$ cat src/hw/parallel_io_ports_map.svh
`ifndef PARALLEL_IO_PORTS_MAP_SVH
`define PARALLEL_IO_PORTS_MAP_SVH
`define PIO_PORT0_OFFSET 8'h80
`define PIO_PORT1_OFFSET 8'h90
`define PIO_PORT2_OFFSET 8'hA0
`define PIO_PORT3_OFFSET 8'hB0
`define PIO_PORT0_RESET  8'hFF
`define PIO_PORT1_RESET  8'hFF
`define PIO_PORT2_RESET  8'hFF
`define PIO_PORT3_RESET  8'hFF
`define PIO_PWM_A_BIT    5
`define PIO_PWM_B_BIT    6
`endif

$ cat src/hw/parallel_io_ports_pkg.sv
package parallel_io_ports_pkg;
   typedef enum logic [1:0] {
      RD_PIN,
      RD_LATCH,
      RD_MOD_BYTE,
      RD_MOD_BIT
   } read_kind_type;
   typedef enum logic [1:0] {
      BITOP_CLEAR,
      BITOP_SET,
      BITOP_CARRY,
      BITOP_NONE
   } bit_op_type;
endpackage : parallel_io_ports_pkg

$ cat src/hw/parallel_io_ports.sv
// Operation
// (RULE_01) Port zero: eight open-drain bidirectional pins governed by its latch.
// (RULE_02) Port zero carries multiplexed low address and data during external accesses.
// (RULE_03) Latch write stores bus value; latch read returns latch; pin read returns pins.
// (RULE_04) Any external memory access loads all ones into the port zero latch.
// (RULE_05) External-memory control high: port zero driven push-pull from address/data bus.
// (RULE_06) Port zero GPIO: latch one floats pin, latch zero drives low.
// (RULE_07) Port one has no output drive; pins are analog or digital inputs only.
// (RULE_08) Port one bit one selects analog input; zero selects digital input.
// (RULE_09) Port two GPIO: latch one pulled up as input, latch zero drives low.
// (RULE_10) Port two outputs middle and high address bytes during external accesses.
// (RULE_11) Pulse unit overrides port two bits five, six; bit seven is pulse clock input.
// (RULE_12) Port two bits zero to four carry SPI and timer-two alternate functions.
// (RULE_13) Port three: latch one pulled up as input, latch zero drives low.
// (RULE_14) Port three alternate output drives only when latch is one, else pin low.
// (RULE_15) Port three bits map serial, interrupts, timer inputs, write and read strobes.
// (RULE_16) An enabled peripheral takes its pin away from general-purpose use.
// (RULE_17) Read-modify-write to a port takes its source value from the latch.
// (RULE_18) Latch-reading set: logic, jump-clear, complement, increment, decrement, bit ops.
// (RULE_19) Bit writes read whole latch byte, alter one bit, write byte back.
// (RULE_20) Other port reads use the pin path, returning actual pin levels.
// (RULE_21) Reset sets port zero, two and three latches to all ones.
//
// The strobed register port was left to the implementer.
`include "parallel_io_ports_map.svh"
`timescale 1ns/10ps
`default_nettype none
module parallel_io_ports #(
   parameter int W = 8
) (
   input  wire logic                                   clk,
   input  wire logic                                   rst_n,
   input  wire logic [7:0]                             addr,
   input  wire logic [7:0]                             wdata,
   input  wire logic                                   wr_stb,
   input  wire logic                                   rd_stb,
   input  wire parallel_io_ports_pkg::read_kind_type   rd_kind,
   input  wire parallel_io_ports_pkg::bit_op_type      bit_op,
   input  wire logic [2:0]                             bit_sel,
   input  wire logic                                   carry_in,
   output logic [7:0]                                  rdata,
   input  wire logic                                   ext_mem_active,
   input  wire logic [23:0]                            ext_addr,
   input  wire logic [7:0]                             ext_wdata,
   input  wire logic                                   ext_data_phase,
   input  wire logic                                   ext_drive_data,
   input  wire logic                                   ext_wr_strobe_n,
   input  wire logic                                   ext_rd_strobe_n,
   output logic [7:0]                                  ext_rdata,
   input  wire logic [W-1:0]                           port0_in,
   output logic [W-1:0]                                port0_out,
   output logic [W-1:0]                                port0_oe,
   input  wire logic [W-1:0]                           port1_in,
   output logic [W-1:0]                                port1_analog_sel,
   output logic [W-1:0]                                port1_digital,
   input  wire logic [W-1:0]                           port2_in,
   output logic [W-1:0]                                port2_out,
   output logic [W-1:0]                                port2_oe,
   input  wire logic [W-1:0]                           port3_in,
   output logic [W-1:0]                                port3_out,
   output logic [W-1:0]                                port3_oe,
   input  wire logic                                   pulse_a_en,
   input  wire logic                                   pulse_b_en,
   input  wire logic                                   pulse_out_a,
   input  wire logic                                   pulse_out_b,
   output logic                                        pulse_unit_clock_in,
   input  wire logic                                   spi_en,
   input  wire logic                                   spi_clk_out,
   input  wire logic                                   spi_clk_oe,
   input  wire logic                                   spi_mosi_out,
   input  wire logic                                   spi_mosi_oe,
   input  wire logic                                   spi_miso_out,
   input  wire logic                                   spi_miso_oe,
   output logic                                        serial_peripheral_clock_pin,
   output logic                                        spi_mosi_in,
   output logic                                        spi_miso_in,
   output logic                                        spi_ss_in,
   output logic                                        timer_two_clk_in,
   output logic                                        timer_two_ext_control,
   input  wire logic                                   uart_en,
   input  wire logic                                   uart_txd,
   input  wire logic                                   uart_rxd_out,
   input  wire logic                                   uart_rxd_oe,
   output logic                                        uart_rxd,
   output logic                                        ext_irq_a,
   output logic                                        ext_irq_b,
   output logic                                        timer_zero_count_in,
   output logic                                        timer_one_count_in
);
   logic [1:0]   rst_sync_q;
   logic         rst_core_n;
   logic [W-1:0] p0_s1_q, p0_s2_q, p1_s1_q, p1_s2_q;
   logic [W-1:0] p2_s1_q, p2_s2_q, p3_s1_q, p3_s2_q;
   logic [W-1:0] port_zero_latch_q, port_one_config_q, port_two_latch_q, port_three_latch_q;
   logic [W-1:0] sel_latch, sel_pin, mod_byte;
   logic         hit0, hit1, hit2, hit3;
   logic [W-1:0] p3_alt_val, p3_alt_en;

   function automatic logic [W-1:0] set_bit(input logic [W-1:0] b, input logic [2:0] i, input logic v);
      logic [W-1:0] r;
      r = b;
      r[i] = v;
      return r;
   endfunction : set_bit

   always_ff @(posedge clk or negedge rst_n) begin
      if (!rst_n) begin
         rst_sync_q <= 2'h0;
      end else begin
         rst_sync_q <= {rst_sync_q[0], 1'b1};
      end
   end
   assign rst_core_n = rst_sync_q[1];

   always_ff @(posedge clk or negedge rst_core_n) begin
      if (!rst_core_n) begin
         p0_s1_q <= '0;
         p0_s2_q <= '0;
         p1_s1_q <= '0;
         p1_s2_q <= '0;
         p2_s1_q <= '0;
         p2_s2_q <= '0;
         p3_s1_q <= '0;
         p3_s2_q <= '0;
      end else begin
         p0_s1_q <= port0_in;
         p0_s2_q <= p0_s1_q;
         p1_s1_q <= port1_in;
         p1_s2_q <= p1_s1_q;
         p2_s1_q <= port2_in;
         p2_s2_q <= p2_s1_q;
         p3_s1_q <= port3_in;
         p3_s2_q <= p3_s1_q;
      end
   end

   assign hit0 = (addr == `PIO_PORT0_OFFSET);
   assign hit1 = (addr == `PIO_PORT1_OFFSET);
   assign hit2 = (addr == `PIO_PORT2_OFFSET);
   assign hit3 = (addr == `PIO_PORT3_OFFSET);

   always_comb begin
      sel_latch = '0;
      sel_pin   = '0;
      if (hit0) begin
         sel_latch = port_zero_latch_q;
         sel_pin   = p0_s2_q;
      end else if (hit1) begin
         sel_latch = port_one_config_q;
         sel_pin   = p1_s2_q;
      end else if (hit2) begin
         sel_latch = port_two_latch_q;
         sel_pin   = p2_s2_q;
      end else if (hit3) begin
         sel_latch = port_three_latch_q;
         sel_pin   = p3_s2_q;
      end
   end

   // Byte written back: plain write, or single-bit modify of the latch
   always_comb begin
      unique case (bit_op)
         parallel_io_ports_pkg::BITOP_CLEAR: mod_byte = set_bit(sel_latch, bit_sel, 1'b0);    // RULE_19
         parallel_io_ports_pkg::BITOP_SET:   mod_byte = set_bit(sel_latch, bit_sel, 1'b1);    // RULE_19
         parallel_io_ports_pkg::BITOP_CARRY: mod_byte = set_bit(sel_latch, bit_sel, carry_in); // RULE_19
         parallel_io_ports_pkg::BITOP_NONE:  mod_byte = wdata;
      endcase
   end

   always_ff @(posedge clk or negedge rst_core_n) begin
      if (!rst_core_n) begin
         port_zero_latch_q <= `PIO_PORT0_RESET; // RULE_21
      end else if (ext_mem_active) begin
         port_zero_latch_q <= '1; // RULE_04
      end else if (wr_stb && hit0) begin
         port_zero_latch_q <= mod_byte; // RULE_03
      end
   end

   always_ff @(posedge clk or negedge rst_core_n) begin
      if (!rst_core_n) begin
         port_one_config_q <= `PIO_PORT1_RESET; // RULE_08
      end else if (wr_stb && hit1) begin
         port_one_config_q <= mod_byte;
      end
   end

   always_ff @(posedge clk or negedge rst_core_n) begin
      if (!rst_core_n) begin
         port_two_latch_q <= `PIO_PORT2_RESET; // RULE_21
      end else if (wr_stb && hit2) begin
         port_two_latch_q <= mod_byte;
      end
   end

   always_ff @(posedge clk or negedge rst_core_n) begin
      if (!rst_core_n) begin
         port_three_latch_q <= `PIO_PORT3_RESET; // RULE_21
      end else if (wr_stb && hit3) begin
         port_three_latch_q <= mod_byte;
      end
   end

   // Latch and modify reads use the latch, pin reads the synchronised pins
   always_ff @(posedge clk or negedge rst_core_n) begin
      if (!rst_core_n) begin
         rdata <= 8'h00;
      end else if (rd_stb) begin
         unique case (rd_kind)
            parallel_io_ports_pkg::RD_LATCH,
            parallel_io_ports_pkg::RD_MOD_BYTE,
            parallel_io_ports_pkg::RD_MOD_BIT: rdata <= sel_latch; // RULE_17 RULE_18
            parallel_io_ports_pkg::RD_PIN:     rdata <= sel_pin;   // RULE_20 RULE_03
         endcase
      end else begin
         rdata <= 8'h00;
      end
   end

   always_ff @(posedge clk or negedge rst_core_n) begin
      if (!rst_core_n) begin
         ext_rdata <= 8'h00;
      end else if (ext_mem_active && ext_data_phase) begin
         ext_rdata <= p0_s2_q; // RULE_02
      end
   end

   // Port zero: bus push-pull, else open drain from latch
   always_comb begin
      if (ext_mem_active) begin
         port0_out = ext_data_phase ? ext_wdata : ext_addr[7:0]; // RULE_02 RULE_05
         port0_oe  = (ext_data_phase && !ext_drive_data) ? '0 : '1; // RULE_05
      end else begin
         port0_out = '0;                  // RULE_01 RULE_06
         port0_oe  = ~port_zero_latch_q;  // RULE_06
      end
   end

   assign port1_analog_sel = port_one_config_q;  // RULE_07 RULE_08
   assign port1_digital    = p1_s2_q & ~port_one_config_q;

   // Port two: address bytes, pulse outputs, SPI, else pulled-up GPIO
   always_comb begin
      port2_out = '0;
      port2_oe  = ~port_two_latch_q; // RULE_09
      if (ext_mem_active) begin
         port2_out = ext_data_phase ? ext_addr[23:16] : ext_addr[15:8]; // RULE_10
         port2_oe  = '1;
      end else begin
         if (spi_en) begin
            port2_out[0] = spi_clk_out;  // RULE_12 RULE_16
            port2_oe[0]  = spi_clk_oe;
            port2_out[1] = spi_mosi_out; // RULE_12
            port2_oe[1]  = spi_mosi_oe;
            port2_out[2] = spi_miso_out; // RULE_12
            port2_oe[2]  = spi_miso_oe;
         end
         if (pulse_a_en) begin
            port2_out[`PIO_PWM_A_BIT] = pulse_out_a; // RULE_11 RULE_16
            port2_oe[`PIO_PWM_A_BIT]  = 1'b1;
         end
         if (pulse_b_en) begin
            port2_out[`PIO_PWM_B_BIT] = pulse_out_b; // RULE_11
            port2_oe[`PIO_PWM_B_BIT]  = 1'b1;
         end
      end
   end

   assign serial_peripheral_clock_pin = p2_s2_q[0]; // RULE_12
   assign spi_mosi_in           = p2_s2_q[1];
   assign spi_miso_in           = p2_s2_q[2];
   assign spi_ss_in             = p2_s2_q[3];
   assign timer_two_clk_in      = p2_s2_q[3];
   assign timer_two_ext_control = p2_s2_q[4];
   assign pulse_unit_clock_in   = p2_s2_q[7]; // RULE_11

   // Port three alternate outputs gated by a latched one
   always_comb begin
      p3_alt_val = '1;
      p3_alt_en  = '0;
      if (uart_en) begin
         p3_alt_val[0] = uart_rxd_out; // RULE_15 RULE_16
         p3_alt_en[0]  = uart_rxd_oe;
         p3_alt_val[1] = uart_txd;     // RULE_15
         p3_alt_en[1]  = 1'b1;
      end
      if (ext_mem_active) begin
         p3_alt_val[6] = ext_wr_strobe_n; // RULE_15
         p3_alt_en[6]  = 1'b1;
         p3_alt_val[7] = ext_rd_strobe_n; // RULE_15
         p3_alt_en[7]  = 1'b1;
      end
   end

   assign port3_out = port_three_latch_q & p3_alt_val;                      // RULE_14
   assign port3_oe  = ~port_three_latch_q | (p3_alt_en & port_three_latch_q); // RULE_13 RULE_14

   assign uart_rxd            = p3_s2_q[0];
   assign ext_irq_a           = p3_s2_q[2]; // RULE_15
   assign ext_irq_b           = p3_s2_q[3];
   assign timer_zero_count_in = p3_s2_q[4];
   assign timer_one_count_in  = p3_s2_q[5];
endmodule : parallel_io_ports
`default_nettype wire

$ cat config.mk
export PLATFORM = sky130hd
export DESIGN_NAME = parallel_io_ports
export DESIGN_NICKNAME = d
export VERILOG_FILES = /design/src/hw/parallel_io_ports_pkg.sv /design/src/hw/parallel_io_ports.sv
export VERILOG_INCLUDE_DIRS = /design/src /design/src/hw
export SDC_FILE = /design/constraint.sdc
export NUM_CORES = 1
export LEC_CHECK = 0
export ABC_AREA = 1
export BUFFER_PORTS_ARGS = -buffer_cell sky130_fd_sc_hd__buf_2
export CELL_PAD_IN_SITES_DETAIL_PLACEMENT = 2
export CELL_PAD_IN_SITES_GLOBAL_PLACEMENT = 2
export CORE_MARGIN = 2
export CORE_UTILIZATION = 29
export CTS_CLUSTER_DIAMETER = 60
export DETAILED_ROUTE_END_ITERATION = 16
export PLACE_DENSITY = 0.95
export SYNTH_ARGS = -nofsm -noshare
export SYNTH_HDL_FRONTEND = slang
export SYNTH_SLANG_ARGS = --single-unit
export TNS_END_PERCENT = 100
$ cat constraint.sdc
create_clock -name clk -period 7 [get_ports clk]
set_input_delay 0.7 -clock clk [delete_from_list [all_inputs] [get_ports clk]]
set_output_delay 0.7 -clock clk [all_outputs]
set_load 0.005 [all_outputs]
==> reports/metrics.yaml <==
die:
  core-area_sq_mm: 0.0172
  start_util: 0.296
  core.rowCount: 48
  die_x_um: 137
  die_h_um: 137
  die_area_sq_mm: 0.0187
  io_pins: 204
worst_setup_path:
  reg2reg_slack_ns: 5.18
  cp-start-kind: "input pin"
  worstPathMaxFanout: 18
  arrival_ns: 2.27
  crit_type: "input pin to output pin"
  cp_data_required_time_ns: 6.30
  worstSetupEndpointType: "output pin"
yosys:
  yosysMostFrequentCell: "nand2_1"
  synthFlopType: "dfrtp_1"
  synth_top_area_share: 0.402
  ys_ff_latch: 114
  yosys.area.top_type: "dfrtp_1"
  synth_edf_count: 0
  yosysWarnings: 0
  ys_top_cells_by_count: "166 x nand2_1, 82 x dfrtp_1, 66 x nor2_1"
  syn_area_sq_mm: 0.00511
  syn_nets: 705
  syn_area_per_cell_sq_um: 8.62
  synth_cells: 593
  async_reset_ff_frac: 1.00
  synth_area_leaders: "dfrtp_1 40%, dfstp_2 16%, nand2_1 12%"
  seq_area_frac_synth: 0.566
  ys_types: 31
clocking:
  cts_tree: "built"
  ctsHtreeMaxLevel: 4
  clk_pin_slew_ns: 0.06
  cts-root-buf: "clkbuf_16"
  clock_path_buffers: 2
  cts.sinks: 114
  clkLatencyLatePin_ns: 0.44
  cts_resized: 0
  hold_buffers: 0
  numCtsBuffers: 17
  postCtsSetupRepairBufs: 0
sta:
  period_share: 0.424
  tightestPinTransition_ns: 0.978
  tns_ns: 0
  finalSetupViolations: 0
  min_period_ns: 2.97
  fmax_mhz: 337
  grt_setup_unrepaired: "false"
  slew_violations: 0
  finalHoldViolations: 0
  max-slew-margin-rel: 0.348
  skew_ns: 0.00791
final_layout:
  regArea_sq_mm: 0.00290
  fill_cells: 1955
  n_antenna_cell: 0
  layout.nets: 907
  fin_cells: 1033
  area_growth_pct: 35.3
  final_layout_size_suffix_gt1_frac: 0.375
  multi_input_area_sq_mm: 0.00191
placed_design:
  dp.cells: 1001
  dp_hpwl_um: 15900
  numPortBuffers: 203
  gp_congestion: 0.866
grt:
  grtUsageTotal: 0.258
  overflow: 0
  grt_pass1_wl_um: 34700
  grt_max_degree: 76
  grt_pass1_vias: 5890
  antenna_found_initial: 0
min_path:
  hp-class: "input pin to async pin"
status:
  status: "completed"
pwr:
  power_density_mw_per_mm2: 266
  max-vdd-ir-drop_v: 0.000180
  p_leak_uw: 0.00352
drt:
  avgViaCountPerCell: 5.04
  drt_iter0_drc: 347
  avgRoutedWirePerCell_um: 22.4
  drtAntennaViolNets: 0
  firstDrtPassIters: 5
  drt-total-wl_um: 23100
  drt_drc_violations_left: 0
  vias: 5207
run:
  max-cap-violations: 0
==> worst max-delay path: stages <==
cell,delay [ns]
buf_2,0.26
inv_1,0.30
o21ai_0,0.63
o21ai_0,0.19
buf_2,0.18
==> placed cells by master, fill, tap and decap left out <==
| cell | n |
|---|---|
| buf_2 | 203 |
| nand2_1 | 166 |
| dfrtp_1 | 81 |
| nor2_1 | 66 |
| nand3_1 | 53 |
| o21ai_0 | 53 |
| inv_1 | 44 |
| dfstp_2 | 32 |
| a21oi_1 | 26 |
| clkbuf_16 | 17 |
| nand2_2 | 8 |
| nor2_2 | 7 |
| mux2_2 | 7 |
| inv_6 | 6 |
| a221oi_1 | 4 |
| nand4_1 | 3 |
| or2_1 | 3 |
| nand3_2 | 3 |
| clkinvlp_4 | 3 |
| bufinv_16 | 3 |
| inv_2 | 2 |
| nor2_4 | 2 |
| or2_2 | 2 |
| nand3b_1 | 2 |
| clkinv_4 | 2 |
| nand4_4 | 1 |
| clkinv_2 | 1 |
| o21ai_1 | 1 |
| a211oi_2 | 1 |
| or2_0 | 1 |
| o21a_1 | 1 |
| inv_8 | 1 |
| buf_4 | 1 |
| conb_1 | 1 |
| dfrtp_4 | 1 |
==> layer usage <==
| layer | track usage | wire length, um | vias to the layer above | share of wire |
|---|---|---|---|---|
| li1 | - | - | 2316 | - |
| met1 | 0.284 | 8740 | 2611 | 0.38 |
| met2 | 0.449 | 11900 | 204 | 0.52 |
| met3 | 0.0652 | 1140 | 76 | 0.049 |
| met4 | 0.154 | 1290 | 0 | 0.056 |
| met5 | 0 | 0 | - | 0 |
==> cell type report <==
class / instances / area share
Clock buffer: 17 / 0.0615
Clock inverter: 15 / 0.0281
Inverter: 47 / 0.0257
Multi-Input combinational cell: 411 / 0.277
Sequential cell: 114 / 0.419
Tap cell: 225 / 0.0407
Timing Repair Buffer: 204 / 0.148
==> final timing paths <==
check,start,depth (start not counted),endpoint
worst min-delay path,rst_n,1,rst_sync_q[0]
worst max-delay path,ext_data_phase,5,port0_oe[0]
max in group asynchronous,rst_sync_q[1],1,ext_rdata[0]
worst min register to register,rst_sync_q[1],0,p2_s2_q[3]
min in group clk,p3_s1_q[4],0,p3_s2_q[4]
worst max register to register,port_three_latch_q[4],8,port_three_latch_q[4]
==> stage by stage <==
| step | util | instance area, sq um | hold slack, ns | power (uW) | setup WS (ns) |
|---|---|---|---|---|---|
| floorplan | - | 5110 | 0.331 | 801 | 3.64 |
| global placement | 0.365 | 6290 | 0.295 | 888 | 4.16 |
| detailed placement | 0.365 | 6290 | 0.304 | 904 | 4.03 |
| CTS | 0.401 | 6910 | 0.0242 | 1850 | 4.03 |
| global route | 0.401 | 6910 | 0.0240 | 1900 | 3.73 |
| finish | 0.401 | 6910 | 0.0378 | 1840 | 4.03 |
==> registers in the layout, indices dropped and copies added, names as in the netlist <==
signal,flops
rdata,8
port_zero_latch_q,8
p0_s2_q,8
port_two_latch_q,8
p1_s1_q,8
port_three_latch_q,8
p0_s1_q,8
rst_sync_q,2
p2_s1_q,8
p1_s2_q,8
p3_s2_q,8
port1_analog_sel,8
p2_s2_q,8
ext_rdata,8
p3_s1_q,8
==> power by group <==
group	switching [uW]	total (uW)	internal (uW)
registers	29.9	730	700
clock network	366	935	569
logic	104	171	66.8
total	499	1840	1340
==> kinds of logic (layout without fill, tap and decap cells) <==
group	Yosys count	after routing	share of synthesized area
and+or+nand+nor	317	317	0.269
DFF	114	114	0.566
AOI/OAI and AO/OA	86	86	0.0891
buffers and inverters	68	283	0.0595
muxes	7	7	0.0154
other	1	1	0.000734
Note: power is estimated with default switching activity, not from simulation.
